$ cat config.mk
export PLATFORM = sky130hd
export DESIGN_NAME = tx_framer_overhead_control
export DESIGN_NICKNAME = d
export VERILOG_FILES = /design/src/tx_overhead_pkg.sv /design/src/tx_framer_overhead_control.sv /design/src/tx_spare_select.sv
export SDC_FILE = /design/constraint.sdc
export NUM_CORES = 1
export LEC_CHECK = 0
export ABC_AREA = 0
export BUFFER_PORTS_ARGS = -buffer_cell sky130_fd_sc_hd__buf_2
export CAP_MARGIN = 10
export CORE_MARGIN = 8
export CORE_UTILIZATION = 53
export DETAILED_ROUTE_END_ITERATION = 7
export HOLD_SLACK_MARGIN = 0.15
export PLACE_DENSITY = 0.81
export SYNTH_ARGS = -nofsm -noshare
export SYNTH_HDL_FRONTEND = slang
export SYNTH_HIERARCHICAL = 1
export SYNTH_SLANG_ARGS = --single-unit
$ cat constraint.sdc
create_clock -name clk_i -period 2.9 [get_ports clk_i]
set_input_delay 0.58 -clock clk_i [delete_from_list [all_inputs] [get_ports clk_i]]
set_output_delay 0.58 -clock clk_i [all_outputs]
set_load 0.01 [all_outputs]
$ cat src/tx_overhead_pkg.sv
package tx_overhead_pkg;

  // ==========================================================================
  // Register offsets.
  localparam logic [8:0] OFS_SPARE5     = 9'h16A;
  localparam logic [8:0] OFS_SPARE6     = 9'h16B;
  localparam logic [8:0] OFS_SPARE7     = 9'h16C;
  localparam logic [8:0] OFS_SPARE8     = 9'h16D;
  localparam logic [8:0] OFS_MASTER     = 9'h180;
  localparam logic [8:0] OFS_CTRL_ONE   = 9'h181;
  localparam logic [8:0] OFS_CTRL_TWO   = 9'h182;
  localparam logic [8:0] OFS_STATUS     = 9'h1F0;
  localparam logic [8:0] OFS_SIG_ENABLE = 9'h1F1;
  localparam logic [8:0] OFS_SOFT_SIG   = 9'h1F2;
  localparam logic [8:0] OFS_FRAME_REF  = 9'h1F3;

  // ==========================================================================
  // Field positions.
  localparam int MM_FRAMER_ON  = 7;
  localparam int MM_INIT_DONE  = 6;
  localparam int MM_SOFT_RESET = 1;
  localparam int MM_STANDARD   = 0;
  localparam int T1_JAPAN_CRC  = 7;
  localparam int T1_FBIT_PASS  = 6;
  localparam int T1_CRC6_PASS  = 5;
  localparam int T1_SOFT_SIG   = 4;
  localparam int T1_GLOBAL_B7  = 3;
  localparam int ZERO_SUBST    = 2;
  localparam int ALL_ONES_AIS  = 1;
  localparam int T1_REMOTE     = 0;
  localparam int E1_SLOT0_PASS = 7;
  localparam int E1_SLOT16_SEL = 6;
  localparam int E1_G802_EN    = 5;
  localparam int E1_INTL_SEL   = 4;
  localparam int E1_SLOT16_ONE = 3;
  localparam int E1_CRC4_EN    = 0;
  localparam int T2_B7_ZS      = 0;

  // ==========================================================================
  // Reset values and timing.
  localparam logic [7:0] RESET_BYTE   = 8'h00;
  localparam logic [4:0] G802_SLOT    = 5'h1A;
  localparam logic [2:0] G802_BIT     = 3'h0;
  localparam logic [4:0] SLOT_SIXTEEN = 5'h10;

  typedef enum logic [1:0] {ST_IDLE, ST_OFF, ST_RUN} run_state_t;

endpackage : tx_overhead_pkg

$ cat src/tx_framer_overhead_control.sv
// Our own choice: the Wishbone slave port.
`timescale 1ns/1ps
// Summary of operation
// - Spare registers give odd-frame Sa5..Sa8 bits.
// - Framer enable clear holds framer in low power.
// - Init done starts framer when enabled.
// - Soft reset level holds transceiver in reset.
// - Mode bit selects T1 or E1 transmitter.
// - Japan CRC bit selects CRC-6 method.
// - F-bit pass takes framing from serial input.
// - CRC pass takes CRC-6 from serial input.
// - Soft signaling gated by bit-7 suppression enable.
// - Global stuffing stuffs every all-zero channel.
// - Bit 2 enables B8ZS or HDB3.
// - Alarm bit sends unframed all ones.
// - T1 remote alarm follows bit 0.
// - Slot 0 pass selects serial overhead source.
// - Slot 16 select picks software signaling.
// - G.802 forces channel block in slot 26.
// - Intl select picks Si source.
// - Signaling all-ones forces slot 16 ones.
// - E1 bit 0 enables CRC-4.
// - Bit-7 suppression enable allows any stuffing.
module tx_framer_overhead_control
  import tx_overhead_pkg::*;
(
  input  wire logic        clk_i,
  input  wire logic        rst_i,
  input  wire logic        wb_cyc_i,
  input  wire logic        wb_stb_i,
  input  wire logic        wb_we_i,
  input  wire logic [10:0] wb_adr_i,
  input  wire logic [3:0]  wb_sel_i,
  input  wire logic [31:0] wb_dat_i,
  output logic [31:0]      wb_dat_o,
  output logic             wb_ack_o,
  input  wire logic [4:0]  slot_i,
  input  wire logic [2:0]  bit_i,
  input  wire logic [3:0]  frame_i,
  input  wire logic        fbit_time_i,
  input  wire logic        tx_serial_data_in_i,
  output logic             framer_active_o,
  output logic             low_power_o,
  output logic             core_reset_o,
  output logic             e1_mode_o,
  output logic             tx_japan_crc6_sel_o,
  output logic             fbit_from_serial_o,
  output logic             crc6_from_serial_o,
  output logic             soft_signaling_active_o,
  output logic             b7_stuff_all_o,
  output logic             b7_stuff_per_channel_o,
  output logic             zero_subst_en_o,
  output logic             b8zs_en_o,
  output logic             hdb3_en_o,
  output logic             all_ones_alarm_o,
  output logic             remote_alarm_t1_o,
  output logic             slot0_from_serial_o,
  output logic             slot16_from_soft_regs_o,
  output logic             tx_channel_block_out_o,
  output logic             si_from_regs_o,
  output logic             slot16_all_ones_o,
  output logic             crc4_gen_en_o,
  output logic             spare5_bit_o,
  output logic             spare6_bit_o,
  output logic             spare7_bit_o,
  output logic             spare8_bit_o,
  output logic [7:0]       per_channel_signaling_en_o,
  output logic [7:0]       soft_signaling_regs_o
);

  // ==========================================================================
  // Registers.
  logic [7:0]  spare_ff [4];
  logic [7:0]  master_ff;
  logic [7:0]  ctrl_t1_ff;
  logic [7:0]  ctrl_e1_ff;
  logic [7:0]  ctrl_two_ff;
  logic [7:0]  sig_en_ff;
  logic [7:0]  soft_sig_ff;
  logic        ack_ff;
  logic [31:0] rdata_ff;
  run_state_t  state_ff;
  run_state_t  nxt_state;
  logic        serial_meta_ff;
  logic        serial_sync_ff;
  logic        block_ff;
  logic        wr_req;
  logic        rd_req;
  logic [8:0]  offset;
  logic [7:0]  rd_byte;
  logic        e1;
  logic        b7_en;
  logic        soft_rst;
  logic        run;
  logic [7:0]  ctrl_one;
  logic [3:0]  spare_bits;
  logic [3:0]  spare_out;

  function automatic logic [7:0] merge_byte(input logic [7:0] old_v, input logic [31:0] d,
                                            input logic [3:0] sel);
    merge_byte = sel[0] ? d[7:0] : old_v;
  endfunction : merge_byte

  // ==========================================================================
  // Bus decode.
  assign offset   = wb_adr_i[10:2];
  assign wr_req   = wb_cyc_i && wb_stb_i && wb_we_i && !ack_ff;
  assign rd_req   = wb_cyc_i && wb_stb_i && !wb_we_i && !ack_ff;
  assign e1       = master_ff[MM_STANDARD];
  assign soft_rst = master_ff[MM_SOFT_RESET];
  assign run      = (state_ff == ST_RUN);
  assign ctrl_one = e1 ? ctrl_e1_ff : ctrl_t1_ff;
  assign b7_en    = ctrl_two_ff[T2_B7_ZS];

  // ==========================================================================
  // Register writes.
  always_ff @(posedge clk_i)
  begin
    if (rst_i)
    begin
      master_ff <= RESET_BYTE;
    end
    else if (wr_req && offset == OFS_MASTER)
    begin
      master_ff <= merge_byte(master_ff, wb_dat_i, wb_sel_i);
    end
  end

  always_ff @(posedge clk_i)
  begin
    if (rst_i || soft_rst)
    begin
      for (int i = 0; i < 4; i++)
      begin
        spare_ff[i] <= RESET_BYTE;
      end
      ctrl_t1_ff  <= RESET_BYTE;
      ctrl_e1_ff  <= RESET_BYTE;
      ctrl_two_ff <= RESET_BYTE;
      sig_en_ff   <= RESET_BYTE;
      soft_sig_ff <= RESET_BYTE;
    end
    else if (wr_req)
    begin
      unique case (offset)
        OFS_SPARE5:     spare_ff[0] <= merge_byte(spare_ff[0], wb_dat_i, wb_sel_i);
        OFS_SPARE6:     spare_ff[1] <= merge_byte(spare_ff[1], wb_dat_i, wb_sel_i);
        OFS_SPARE7:     spare_ff[2] <= merge_byte(spare_ff[2], wb_dat_i, wb_sel_i);
        OFS_SPARE8:     spare_ff[3] <= merge_byte(spare_ff[3], wb_dat_i, wb_sel_i);
        OFS_CTRL_ONE:
        begin
          if (e1)
          begin
            ctrl_e1_ff <= merge_byte(ctrl_e1_ff, wb_dat_i, wb_sel_i);
          end
          else
          begin
            ctrl_t1_ff <= merge_byte(ctrl_t1_ff, wb_dat_i, wb_sel_i);
          end
        end
        OFS_CTRL_TWO:   ctrl_two_ff <= merge_byte(ctrl_two_ff, wb_dat_i, wb_sel_i);
        OFS_SIG_ENABLE: sig_en_ff   <= merge_byte(sig_en_ff, wb_dat_i, wb_sel_i);
        OFS_SOFT_SIG:   soft_sig_ff <= merge_byte(soft_sig_ff, wb_dat_i, wb_sel_i);
        default:        ;
      endcase
    end
  end

  // ==========================================================================
  // Bus read and acknowledge.
  always_comb
  begin
    rd_byte = 8'h00;
    unique case (offset)
      OFS_SPARE5:     rd_byte = spare_ff[0];
      OFS_SPARE6:     rd_byte = spare_ff[1];
      OFS_SPARE7:     rd_byte = spare_ff[2];
      OFS_SPARE8:     rd_byte = spare_ff[3];
      OFS_MASTER:     rd_byte = master_ff;
      OFS_CTRL_ONE:   rd_byte = ctrl_one;
      OFS_CTRL_TWO:   rd_byte = ctrl_two_ff;
      OFS_SIG_ENABLE: rd_byte = sig_en_ff;
      OFS_SOFT_SIG:   rd_byte = soft_sig_ff;
      OFS_STATUS:     rd_byte = {5'h00, run, state_ff == ST_OFF, e1};
      OFS_FRAME_REF:  rd_byte = {4'h0, frame_i};
      default:        rd_byte = 8'h00;
    endcase
  end

  always_ff @(posedge clk_i)
  begin
    if (rst_i)
    begin
      ack_ff   <= 1'b0;
      rdata_ff <= 32'h0000_0000;
    end
    else
    begin
      ack_ff <= wb_cyc_i && wb_stb_i && !ack_ff;
      if (rd_req)
      begin
        rdata_ff <= {24'h00_0000, rd_byte};
      end
    end
  end

  assign wb_ack_o = ack_ff;
  assign wb_dat_o = rdata_ff;

  // ==========================================================================
  // Start-up sequence.
  always_comb
  begin
    nxt_state = state_ff;
    unique case (state_ff)
      ST_IDLE:
      begin
        if (master_ff[MM_INIT_DONE])
        begin
          nxt_state = master_ff[MM_FRAMER_ON] ? ST_RUN : ST_OFF;
        end
      end
      ST_OFF:
      begin
        if (master_ff[MM_FRAMER_ON])
        begin
          nxt_state = ST_RUN;
        end
      end
      ST_RUN:
      begin
        if (!master_ff[MM_FRAMER_ON])
        begin
          nxt_state = ST_OFF;
        end
      end
      default: nxt_state = ST_IDLE;
    endcase
    if (!master_ff[MM_INIT_DONE])
    begin
      nxt_state = ST_IDLE;
    end
  end

  always_ff @(posedge clk_i)
  begin
    if (rst_i || soft_rst)
    begin
      state_ff <= ST_IDLE;
    end
    else
    begin
      state_ff <= nxt_state;
    end
  end

  // ==========================================================================
  // Serial input synchroniser and channel block output.
  always_ff @(posedge clk_i)
  begin
    if (rst_i)
    begin
      serial_meta_ff <= 1'b0;
      serial_sync_ff <= 1'b0;
    end
    else
    begin
      serial_meta_ff <= tx_serial_data_in_i;
      serial_sync_ff <= serial_meta_ff;
    end
  end

  always_ff @(posedge clk_i)
  begin
    if (rst_i)
    begin
      block_ff <= 1'b0;
    end
    else
    begin
      block_ff <= run && e1 && ctrl_e1_ff[E1_G802_EN] && slot_i == G802_SLOT
                  && bit_i == G802_BIT;
    end
  end

  // ==========================================================================
  // Spare bit selection.
  for (genvar g = 0; g < 4; g++)
  begin : g_spare
    tx_spare_select u_sel (
      .spare_reg_i (spare_ff[g]),
      .frame_i     (frame_i),
      .spare_bit_o (spare_bits[g])
    );
  end

  always_comb
  begin
    spare_out = 4'h0;
    if (slot0_from_serial_o)
    begin
      spare_out = {4{serial_sync_ff}};
    end
    else if (run && e1)
    begin
      spare_out = spare_bits;
    end
  end

  // ==========================================================================
  // Control outputs.
  assign framer_active_o         = run;
  assign low_power_o             = !run;
  assign core_reset_o            = soft_rst;
  assign e1_mode_o               = e1;
  assign tx_japan_crc6_sel_o     = run && !e1 && ctrl_t1_ff[T1_JAPAN_CRC];
  assign fbit_from_serial_o      = run && !e1 && ctrl_t1_ff[T1_FBIT_PASS];
  assign crc6_from_serial_o      = run && !e1 && ctrl_t1_ff[T1_CRC6_PASS]
                                   && fbit_time_i;
  assign soft_signaling_active_o = run && !e1 && b7_en
                                   && ctrl_t1_ff[T1_SOFT_SIG];
  assign b7_stuff_all_o          = run && !e1 && b7_en
                                   && ctrl_t1_ff[T1_GLOBAL_B7];
  assign b7_stuff_per_channel_o  = run && !e1 && b7_en
                                   && !ctrl_t1_ff[T1_GLOBAL_B7];
  assign zero_subst_en_o         = run && ctrl_one[ZERO_SUBST];
  assign b8zs_en_o               = zero_subst_en_o && !e1;
  assign hdb3_en_o               = zero_subst_en_o && e1;
  assign all_ones_alarm_o        = run && ctrl_one[ALL_ONES_AIS];
  assign remote_alarm_t1_o       = run && !e1 && ctrl_t1_ff[T1_REMOTE];
  assign slot0_from_serial_o     = run && e1 && ctrl_e1_ff[E1_SLOT0_PASS];
  assign slot16_from_soft_regs_o = run && e1 && ctrl_e1_ff[E1_SLOT16_SEL];
  assign tx_channel_block_out_o  = block_ff;
  assign si_from_regs_o          = run && e1 && ctrl_e1_ff[E1_INTL_SEL];
  assign slot16_all_ones_o       = run && e1 && ctrl_e1_ff[E1_SLOT16_ONE]
                                   && slot_i == SLOT_SIXTEEN;
  assign crc4_gen_en_o           = run && e1 && ctrl_e1_ff[E1_CRC4_EN];
  assign spare5_bit_o            = spare_out[0];
  assign spare6_bit_o            = spare_out[1];
  assign spare7_bit_o            = spare_out[2];
  assign spare8_bit_o            = spare_out[3];
  assign per_channel_signaling_en_o = sig_en_ff;
  assign soft_signaling_regs_o   = soft_sig_ff;

endmodule : tx_framer_overhead_control

$ cat src/tx_spare_select.sv
`timescale 1ns/1ps
module tx_spare_select
  import tx_overhead_pkg::*;
(
  input  wire logic [7:0] spare_reg_i,
  input  wire logic [3:0] frame_i,
  output logic            spare_bit_o
);

  // ==========================================================================
  // Odd frame 2k+1 maps to bit k; even frames give zero.
  always_comb
  begin
    spare_bit_o = frame_i[0] ? spare_reg_i[frame_i[3:1]] : 1'b0;
  end

endmodule : tx_spare_select
==> Yosys cells after proc, flatten, opt, wreduce, memory -nomap -nowiden <==
Memory sizes are Yosys's and may differ from the RTL's.
Index checks and enable logic that the tools add are counted.
Widths: inputs -> output; s select.
{ "word_totals": {"ff_bits": 62, "latchBits": 0, "ramBits": 32, "mem_bits_ro": 0, "inputBits": 66, "output_inout_bits": 74, "elab_cells": 130, "memories": 1} }
{ "mem_list": {"columns": ["memory", "words", "word_bits", "read_ports", "rd_clocked_by_memory_dff", "write_ports", "line_no", "text"], "rows": [
  ["spare_ff", 4, 8, 4, 0, 4, "tx_framer_overhead_control.sv:73", "logic [7:0] spare_ff [4];"]
]} }
{ "op_classes": {"addsub": 0, "multipliers": 0, "div_mod_pow": 0, "order_cmp": 1, "n_eq_ne": 17, "shift": 0, "n_mux": 46, "n_bitwise": 6, "n_reduce_logical": 47} }
{ "op_table": {"columns": ["cell", "count"], "rows": [
  ["$eq 9x9->1 const B", 11],
  ["$pmux 8 s11", 1],
  ["$mux 8", 9],
  ["$logic_and 1x1->1", 31],
  ["$mux 1", 26],
  ["$bmux 1 s3", 4],
  ["$eq 5x5->1 const B", 2],
  ["$reduce_and 3->1", 3],
  ["$mux 4", 2],
  ["$reduce_and 4->1", 2],
  ["$mux 2", 3],
  ["$pmux 2 s3", 1],
  ["$logic_not 1->1", 5],
  ["$lt 3x4->1 const B", 1],
  ["$ne 2x2->1 const B", 2],
  ["$or 1x1->1", 4],
  ["$reduce_and 2->1", 2],
  ["$logic_not 3->1", 1],
  ["$eq 2x1->1 const B", 1],
  ["$eq 2x2->1 const B", 1],
  ["$logic_not 2->1", 1],
  ["$not 1->1", 2],
  ["$reduce_or 2->1", 1],
  ["$logic_or 1x1->1", 1]
]} }

==> Longest topological paths before layout <==
Gate-level depths: netlist of run 1.
{ "logic_depth": {"ltp_word": 7, "depth_mapped": 8, "ltp_nobuf": 5} }

==> By module <==
The synthesis of run 1 kept the hierarchy.
{ "by_module_without_submodules": {"columns": ["mod", "instances", "cells_each", "area_per_inst_um2", "seq_area_each_um2"], "rows": [
  ["tx_framer_overhead_control", 1, 483, 4744.6, 2202.1],
  ["tx_spare_select", 4, 7, 71.3, 0.0]
]} }

==> Least setup slack after synthesis of run 1 <==
OpenSTA, ideal clock, no wires.
{ "synth_timing": {"path_kind": "input -> register", "from": "input port wb_adr_i[4]", "to": "memory spare_ff[0][0] (enable)", "setup_ns": 0.387, "t_arrival_ns": 1.957, "required_ns": 2.513, "path_slack_ns": 0.556, "cell_stages": 5, "path_buffers": 2, "cell_sequence": "buf_6 > nand2b_1 > nand3b_1 > clkbuf_1 > o31ai_1"} }
{ "synth_rtl": {"columns": ["element", "line_no", "text"], "rows": [
  ["from (decl)", "tx_framer_overhead_control.sv:32", "input wire logic [10:0] wb_adr_i,"],
  ["to (decl)", "tx_framer_overhead_control.sv:73", null]
]} }

==> Final worst setup path of run 1 <==
{ "layout_timing": {"from": "input port frame_i[3]", "to": "output port spare8_bit_o"} }
{ "layout_between": {"elab_chain_len": 5} }
{ "layout_rtl": {"columns": ["element", "line_no", "text"], "rows": [
  ["from (decl)", "tx_framer_overhead_control.sv:39", "input wire logic [3:0] frame_i,"],
  ["$bmux 1 s3", "tx_spare_select.sv:14", "spare_bit_o = frame_i[0] ? spare_reg_i[frame_i[3:1]] : 1'b0;"],
  ["$mux 1 (implied by the code)", "tx_spare_select.sv:14", null],
  ["$mux 1", "tx_spare_select.sv:14", null],
  ["named net spare_bits[3]", "tx_framer_overhead_control.sv:96", "logic [3:0] spare_bits;"],
  ["$mux 4", "tx_framer_overhead_control.sv:304", "else if (run && e1)"],
  ["$mux 4", "tx_framer_overhead_control.sv:300", "if (slot0_from_serial_o)"],
  ["to (decl)", "tx_framer_overhead_control.sv:66", "output logic spare8_bit_o,"]
]} }
The timed path passes the listed nets, and every way through them passes these cells. The select of a mux whose other input is x is not followed.

==> qor.tcl, run 1 <==
set qor(core_mm2) 0.00924
set qor(post_placement_cell_count) 710
set qor(grt_start_max_net_pins) 43
set qor(pin_count) 140
set qor(peakVddDrop_v) 0.000296
set qor(floorplan.initialDensity) 0.544
set qor(io_buffer_count) 86
set qor(layout.cells.non_filler) 726
set qor(cts_tree) {done}
set qor(layout.filler_cells) 785
set qor(p_seq_frac) 0.549
set qor(synth_sequential_area_ratio) 0.438
set qor(min-delay-path-class) {in -> reg}
set qor(worst-setup-path-type) {in -> out}
set qor(detail_route.drc_violations) 0
set qor(worstSetupStartpointType) {primary input}
set qor(clk_pin_slew_worst_paths_ns) 0.10
set qor(floorplan.die_area_mm2) 0.0129
set qor(hold_depth) 2
set qor(p_int_mw) 1.90
set qor(clock-skew-final_ns) 0.0119
set qor(clkSinkCount) 94
set qor(synth.lib_cells_used.distinct) 59
set qor(r2r.worst_path.cells) 6
set qor(synth-seq-cells) 94
set qor(maximum_fanout_along_the_worst_path) 13
set qor(mapped_area_mm2) 0.00503
set qor(p_leak_nw) 2.39
set qor(pwr-share-comb) 0.086
set qor(rows) 35
set qor(layout.cells.most_common_list) {buf_2 (86), dfxtp_1 (62), mux2i_1 (61)}
set qor(period_minus_slack_ns) 2.61
set qor(global_route.usage.total) 0.228
set qor(vias_per_cell) 5.79
set qor(ys_warn_count) 6
set qor(timing.final.setup_violations) 0
set qor(drive_gt1_frac) 0.246
set qor(cts-hold-fix-buffers) 0
set qor(first_global_vias) 4216
set qor(postSynthAreaPerCell_um2) 9.84
set qor(worst_slew_pin_slew_ns) 0.757
set qor(synth_top_area_cell) {dfxtp_1}
set qor(dieWidth_um) 113
set qor(synth_ff_type) {dfxtp_1}
set qor(antenna-diode-count) 0
set qor(drv.max_cap_violation_count) 0
set qor(arr_time_crit_path_ns) 2.03
set qor(most_common_cell_after_layout_fill_and_taps_aside) {buf_2}
set qor(numCtsBuffers) 9
set qor(critical_path_required_ns) 2.32
set qor(grt-ovfl-total) 0
set qor(ant_nets) 0
set qor(postCtsSetupBuffers) 0
set qor(ys_async_sr_fraction) 0
set qor(min_delay_worst_endpoint) {serial_meta_ff}
set qor(area_growth_pct) 13.9
set qor(drt_wl_total_um) 14600
set qor(grt_pass1_wl_um) 22800
set qor(fmax_mhz) 383
set qor(die-height_um) 113
set qor(max_slew_margin) 0.495
set qor(synth-edff-count) 32
set qor(report.final.slew_viol_count) 0
set qor(min-delay-start) {tx_serial_data_in_i}
set qor(power.share.switching) 0.248
set qor(status) {completed}
set qor(rsz0062_at_grt) {no}
set qor(num_vias) 4202
set qor(antenna_found_initial) 0
set qor(drt-initial-drc-count) 349
set qor(worstSkewPairLatency_ns) 0.37
set qor(period_share) 0.901
set qor(crit-reg2reg-capture) {wb_dat_o[1]}
set qor(post_synth_main_area_contributors) {dfxtp_1 (25%), edfxtp_1 (19%), mux2i_1 (12%)}
set qor(worstReg2RegStart) {master_ff[0]}
set qor(post_cts.resized_instances) 0
set qor(place_hpwl_um) 10800
set qor(critPathCaptureType) {primary output}
set qor(setup.reg_to_reg.worst_slack_ns) 0.95
set qor(ctsLongestPathBuffers) 2
set qor(power_frac_clock) 0.364
set qor(area_share_of_the_leading_cell_type_in_the_synthesized_netlist) 0.247
set qor(final_hold_viol_count) 0
set qor(post_dr_wirelength_cell_um) 20.2
set qor(pwr_density_cell_mw_per_mm2) 441
set qor(max_h_tree_level) 3
set qor(p_sw_mw) 0.625
set qor(tns_ns) 0
set qor(finalWeightedCongestion) 0.932
set qor(synth_cells) 511
set qor(detail_route.first_pass.iterations) 5
set qor(design.final.nets) 658
set qor(clock-root-buffer) {clkbuf_8}
critical path: stages:
cell and delay (ns):
buf_2 0.33, mux4_1 0.64, nor2_1 0.12, a311oi_1 0.06, nand2b_1 0.10, a21oi_1 0.06, buf_2 0.14
power by group through the flow:
stage / combinational, mW / sequential (mW) / clock, mW
after floorplan: 0.154 / 1.41 / 0
after global placement: 0.207 / 1.42 / 0
after detailed placement: 0.214 / 1.42 / 0
after CTS: 0.215 / 1.39 / 0.938
after global routing: 0.234 / 1.39 / 0.986
final: 0.218 / 1.39 / 0.920
synthesized netlist by cell type (2+ instances only):
cell type	n
a22oi_1	9
inv_1	8
mux4_1	4
a22o_1	2
nor3_2	2
nand3b_1	2
nor2_1	60
nor3_4	2
and3b_1	2
mux2i_1	61
nor2b_1	5
nand2b_1	6
and4b_1	2
and3_1	10
o31ai_1	6
nor3_1	5
dfxtp_1	62
and2_1	40
nor4b_1	2
o21ai_0	8
a2111oi_0	3
nand3_1	8
o22ai_1	7
edfxtp_1	32
a311oi_1	4
a32oi_1	4
clkbuf_1	21
or2_2	2
buf_4	25
o211ai_1	2
nand4_1	4
mux2_2	11
a21oi_1	20
nor4_1	3
buf_2	8
nand2_1	36
through the flow:
step | utilization | total power [mW] | area (um2) | hold slack, ns | worst slack [ns]
floorplan | - | 1.57 | 5120 | 0.414 | 0.556
global placement | 0.597 | 1.62 | 5520 | 0.438 | 0.346
detailed placement | 0.597 | 1.63 | 5520 | 0.440 | 0.279
CTS | 0.620 | 2.54 | 5730 | 0.404 | 0.285
global route | 0.620 | 2.61 | 5730 | 0.411 | 0.187
finish | 0.620 | 2.53 | 5730 | 0.412 | 0.288
layout make-up:
| class | count | area [um2] | area share |
|---|---|---|---|
| Clock inverter | 5 | 57.6 | 0.0100 |
| Inverter | 8 | 30.0 | 0.00524 |
| Clock buffer | 11 | 153 | 0.0266 |
| Multi-Input combinational cell | 376 | 2570 | 0.448 |
| Tap cell | 129 | 161 | 0.0282 |
| Timing Repair Buffer | 103 | 558 | 0.0974 |
| Sequential cell | 94 | 2200 | 0.384 |
state kept, by name (all words and copies together) (netlist names):
register / count
ctrl_e1_ff: 8
ctrl_t1_ff: 8
ctrl_two_ff: 8
master_ff: 8
per_channel_signaling_en_o: 8
serial_meta_ff: 1
serial_sync_ff: 1
soft_signaling_regs_o: 8
spare_ff: 32
state_ff: 2
tx_channel_block_out_o: 1
wb_ack_o: 1
wb_dat_o: 8
worst max path at each step:
stage,startpoint,endpoint,slack (ns),cells past startpoint
after global placement,frame_i[3],spare6_bit_o,0.35,7
after global routing,frame_i[3],spare6_bit_o,0.19,7
final,frame_i[3],spare8_bit_o,0.29,7
after detailed placement,frame_i[3],spare6_bit_o,0.28,7
after CTS,frame_i[3],spare8_bit_o,0.28,7
after floorplan,wb_adr_i[4],spare_ff[0][0],0.56,5
kinds of logic after synthesis:
logic type	Yosys count	synth area share
AO/OA/AOI/OAI	73	0.0985
other	1	0.000746
buffers and inverters	64	0.0699
flip-flops	94	0.438
multiplexers	77	0.171
AND/OR/NAND/NOR	202	0.222
layer usage:
layer	wire length (um)	global-route usage	share of wire
met4	426	0.0906	0.029
met3	1030	0.0497	0.070
met5	0	0	0
met2	7080	0.380	0.48
met1	6090	0.282	0.42
Power figures use the tool's default switching activity.
==> run 2, diff against run 1 <==
- CORE_MARGIN: 8 -> 3
- REMOVE_ABC_BUFFERS: default -> 1
==> run 2 against run 1 <==
  * Global-route usage is 3.9 points higher
  * Via count grew 1.0%
  * Maximum frequency is 0.47% higher
  * Largest cell class unchanged
  * Highest routed layer is now met5
  * Hold slack better by 0.0021 ns
  * Critical path depth did not move
==> qor.tcl, run 2 (same netlist as run 1, synthesis figures left out) <==
set qor(pwr_density_cell_mw_per_mm2) 433
set qor(peakVddDrop_v) 0.000358
set qor(num_vias) 4244
set qor(number_of_flip_flops_in_the_largest_register) 32
set qor(first_global_vias) 3926
set qor(crit_path_frequent_cell) {buf_2}
set qor(post_cts.resized_instances) 0
set qor(final_core_utilization) 0.637
set qor(rsz0062_at_grt) {no}
set qor(crit_cells) 7
set qor(tns_ns) 0
set qor(hold_depth) 2
set qor(global_route.usage.total) 0.267
set qor(most_common_cell_after_layout_fill_and_taps_aside) {buf_2}
set qor(floorplan.initialDensity) 0.560
set qor(critical_path_buf_inv_count) 2
set qor(clock-skew-final_ns) 0.0109
set qor(cp_cell_sequence) {buf_2 > mux4_1 > nor2_1 > a311oi_1 > nand2b_1 > a21oi_1 > buf_2}
set qor(design.final.nets) 659
set qor(drt_wl_total_um) 14000
set qor(worst_hold_slack_ns) 0.414
set qor(antenna-diode-count) 0
set qor(worst_slew_pin_slew_ns) 0.813
set qor(gr-usage-met3) 0.0429
set qor(report.final.slew_viol_count) 0
set qor(drv.max_cap_violation_count) 0
set qor(dieWidth_um) 103
set qor(critPathCaptureType) {primary output}
set qor(cts_tree) {done}
set qor(post_placement_cell_count) 708
set qor(detail_route.first_pass.iterations) 5
set qor(max_slew_margin) 0.458
set qor(ctsLongestPathBuffers) 2
set qor(p_leak_nw) 2.39
set qor(worstSetupStartpointType) {primary input}
set qor(area_growth_pct) 13.7
set qor(gr-max-usage-layer) {met2}
set qor(met2_capacity_usage_during_global_routing) 0.452
set qor(period_share) 0.896
set qor(cpMaxStageDelayCell) {mux4_1}
set qor(clkSinkCount) 94
set qor(global_route.usage.met1) 0.343
set qor(critical_path_required_ns) 2.32
set qor(worstSkewPairLatency_ns) 0.37
set qor(period_minus_slack_ns) 2.60
set qor(min-delay-path-class) {in -> reg}
set qor(r2r.worst_path.cells) 5
set qor(final_critical_path_setup_slack_ns) 0.301
set qor(report.power.total_mw) 2.48
set qor(postCtsSetupBuffers) 0
set qor(timing.final.setup_violations) 0
set qor(finalWeightedCongestion) 0.938
set qor(vias_per_cell) 5.86
set qor(top_register) {spare_ff}
set qor(cts-hold-fix-buffers) 0
set qor(place_hpwl_um) 10100
set qor(numCtsBuffers) 9
set qor(maximum_fanout_along_the_worst_path) 13
set qor(clock-root-buffer) {clkbuf_8}
set qor(grt_pass1_wl_um) 21200
set qor(grt_start_max_net_pins) 43
set qor(antenna_found_initial) 1
set qor(worst_path_largest_cell_delay_ns) 0.62
set qor(layout.filler_cells) 739
set qor(detail_route.drc_violations) 0
set qor(max_h_tree_level) 3
set qor(final_hold_viol_count) 0
set qor(layout.cells.non_filler) 724
set qor(layout.cells.most_common_list) {buf_2 (86), dfxtp_1 (62), mux2i_1 (61)}
set qor(status) {completed}
set qor(die-height_um) 103
set qor(post_dp_cell_area_mm2) 0.00552
set qor(critical_path.top_delay_family) {multiplexers}
set qor(drive_gt1_frac) 0.246
set qor(post_dr_wirelength_cell_um) 19.3
set qor(grt-ovfl-total) 0
set qor(io_buffer_count) 86
set qor(fmax_mhz) 385
set qor(core_mm2) 0.00898
set qor(detailedPlace.worstSlack_ns) 0.312
set qor(arr_time_crit_path_ns) 2.02
set qor(pin_count) 140
set qor(clk_pin_slew_worst_paths_ns) 0.10
set qor(rows) 34
set qor(worst-setup-path-type) {in -> out}
set qor(final_design_area_no_fill_mm2) 0.00572
set qor(ant_nets) 0
set qor(drt-initial-drc-count) 335
set qor(floorplan.die_area_mm2) 0.0107
run 2: area by class of cell:
class	instances	area, um2	area share
Multi-Input combinational cell	376	2570	0.449
Sequential cell	94	2200	0.385
Timing Repair Buffer	104	566	0.0989
Tap cell	126	158	0.0276
Clock buffer	9	124	0.0217
Clock inverter	7	72.6	0.0127
Inverter	8	30.0	0.00525
run 2: final timing paths:
check,start,end,slack [ns]
min,tx_serial_data_in_i,serial_meta_ff,0.41
max,frame_i[3],spare5_bit_o,0.30
min reg2reg,wb_dat_o[7],wb_dat_o[7],0.46
max reg2reg,master_ff[0],wb_dat_o[6],0.83
run 2: metal layers:
metal,share of wire,vias to the layer above,wire length [um]
met5,0.00093,-,13
met4,0.029,2,403
met3,0.084,31,1170
met2,0.51,183,7070
met1,0.38,2071,5300
li1,-,1957,-
run 2: worst reg2reg max path, cell delays in order, from the launching register on:
cell and delay [ns]:
dfxtp_1 0.63, mux2_2 0.40, a22oi_1 0.21, nor2_1 0.06, a2111oi_0 0.47, o21ai_0 0.18
run 2: where the power goes:
part | switching, mW | internal, mW | total [mW]
logic | 0.145 | 0.0715 | 0.216
registers | 0.0103 | 1.38 | 1.39
clock network | 0.474 | 0.402 | 0.876
total | 0.629 | 1.85 | 2.48
==> run 3, diff against run 2 <==
- GPL_TIMING_DRIVEN: default -> 0
- SETUP_SLACK_MARGIN: default -> 0.4
==> run 3 against run 2 <==
  * Hold slack improved by 0.014 ns
  * Final area down 1.0%
  * Register-to-register slack got worse by 0.31 ns
  * Worst setup slack better by 0.20 ns
  * Clock power rose by 2.9%
  * Clock-buffer cell count up 2
  * Critical endpoint unchanged
  * Largest cell class unchanged
  * Highest routed layer is now met4
==> qor.tcl, run 3 (same netlist as run 1, synthesis figures left out) <==
set qor(detailedPlace.worstSlack_ns) -0.208
set qor(grt_pass1_wl_um) 20800
set qor(numCtsBuffers) 9
set qor(layout.cells.most_common_list) {buf_2 (84), mux2i_1 (61), dfxtp_1 (61)}
set qor(drt_wl_total_um) 13700
set qor(clock-skew-final_ns) 0.00618
set qor(post_dp_cell_area_mm2) 0.00540
set qor(clk_pin_slew_worst_paths_ns) 0.08
set qor(most_common_cell_after_layout_fill_and_taps_aside) {buf_2}
set qor(grt_start_max_net_pins) 43
set qor(status) {completed}
set qor(pin_count) 140
set qor(global_route.usage.total) 0.260
set qor(worst_slew_pin_slew_ns) 1.06
set qor(layout.filler_cells) 737
set qor(worstSetupStartpointType) {primary input}
set qor(area_growth_pct) 12.5
set qor(top_register) {spare_ff}
set qor(worst_path_largest_cell_delay_ns) 0.60
set qor(clock-root-buffer) {clkbuf_8}
set qor(design.final.nets) 644
set qor(core_mm2) 0.00898
set qor(ant_nets) 0
set qor(max_slew_margin) 0.283
set qor(min-delay-path-class) {in -> reg}
set qor(drt-initial-drc-count) 323
set qor(seq_area_mm2) 0.00220
set qor(num_vias) 4173
set qor(arr_time_crit_path_ns) 1.82
set qor(top_layer_in_use) {met4}
set qor(timing.final.setup_violations) 0
set qor(floorplan.initialDensity) 0.560
set qor(drv.max_cap_violation_count) 0
set qor(p_leak_nw) 2.33
set qor(period_minus_slack_ns) 2.40
set qor(critPathCaptureType) {primary output}
set qor(final_critical_path_setup_slack_ns) 0.502
set qor(drive_gt1_frac) 0.238
set qor(antenna_found_initial) 0
set qor(worstSkewPairLatency_ns) 0.36
set qor(worst-setup-path-type) {in -> out}
set qor(max_h_tree_level) 3
set qor(cp_cell_sequence) {buf_6 > mux4_1 > nor2_1 > a311oi_1 > nand2b_1 > a21oi_1 > buf_2}
set qor(combined_area_of_the_multi_input_logic_cells_mm2) 0.00260
set qor(met2_wirelength_um) 6970
set qor(vias_per_cell) 5.89
set qor(place_hpwl_um) 9930
set qor(detail_route.first_pass.iterations) 5
set qor(critical_path_buf_inv_count) 2
set qor(ctsLongestPathBuffers) 2
set qor(dieWidth_um) 103
set qor(cpMaxStageDelayCell) {mux4_1}
set qor(route.met3.wl_um) 1280
set qor(clkSinkCount) 94
set qor(floorplan.die_area_mm2) 0.0107
set qor(critical_path_required_ns) 2.32
set qor(final_design_area_no_fill_mm2) 0.00566
set qor(rows) 34
set qor(layout.cells.non_filler) 709
set qor(met1_length_um) 5120
set qor(rsz0062_at_grt) {no}
set qor(critical_path.top_delay_family) {multiplexers}
set qor(number_of_flip_flops_in_the_largest_register) 32
set qor(report.final.slew_viol_count) 0
set qor(peakVddDrop_v) 0.000313
set qor(worst_hold_slack_ns) 0.429
set qor(post_placement_cell_count) 691
set qor(detail_route.drc_violations) 0
set qor(maximum_fanout_along_the_worst_path) 13
set qor(period_share) 0.827
set qor(die-height_um) 103
set qor(finalWeightedCongestion) 0.964
set qor(first_global_vias) 4006
set qor(io_buffer_count) 86
set qor(pwr_density_cell_mw_per_mm2) 441
set qor(final_hold_viol_count) 0
set qor(tns_ns) 0
set qor(post_dr_wirelength_cell_um) 19.4
set qor(grt-ovfl-total) 0
set qor(fmax_mhz) 417
set qor(cts_tree) {done}
set qor(antenna-diode-count) 0
run 3: cell types whose count changed in the layout (fill, tap and decap cells not counted), sizes merged:
cell	before	now
buf	104	89
inv	10	8
clkinv	4	3
clkinvlp	0	1
clkbuf	9	11
run 3: layout make-up:
cell class,instances,share of cell area
repair buffers,89,0.0816
multi-input cells,376,0.459
flip-flops and latches,94,0.389
well taps,126,0.0279
clock buffers,11,0.0270
inverters,8,0.00531
clock inverters,5,0.00995
run 3: power breakdown:
group | switching, mW | leakage, nW | total (mW) | internal (mW)
sequential | 0.00974 | 0.824 | 1.39 | 1.38
clock | 0.451 | 0.104 | 0.901 | 0.450
combinational | 0.144 | 1.40 | 0.211 | 0.0669
run 3: worst reg2reg max path, delay by kind of cell (launching register included):
family | cells | cell delay [ns]
flops | 1 | 0.32
simple gates | 3 | 0.84
compound gates | 1 | 0.85
run 3: path summary, 6_finish.rpt:
check | from | to | slack, ns | cells past startpoint
setup / recovery | frame_i[3] | spare5_bit_o | 0.50 | 7
hold / removal | tx_serial_data_in_i | serial_meta_ff | 0.43 | 2
setup reg to reg | wb_ack_o | spare_ff[3][2] | 0.52 | 4
hold reg to reg | serial_meta_ff | serial_sync_ff | 0.44 | 1
run 3: layer usage:
metal / global-route usage / vias to the layer above
met1: 0.328 / 2000
met5: 0 / -
li1: - / 1925
met2: 0.448 / 216
met3: 0.0362 / 32
met4: 0.109 / 0
run 3: through the flow:
stage / utilization / total power, mW
final: 0.631 / 2.50
after global routing: 0.631 / 2.58
after CTS: 0.628 / 2.50
after detailed placement: 0.601 / 1.62
after global placement: 0.600 / 1.61
after floorplan: - / 1.51
run 3: repair_timing:
action / 4_1_cts / 5_1_grt
hold buffers: 0 / 0
resized for setup: 10 / 2
buffers inserted: 0 / 2
setup endpoints to repair: 45 / 20
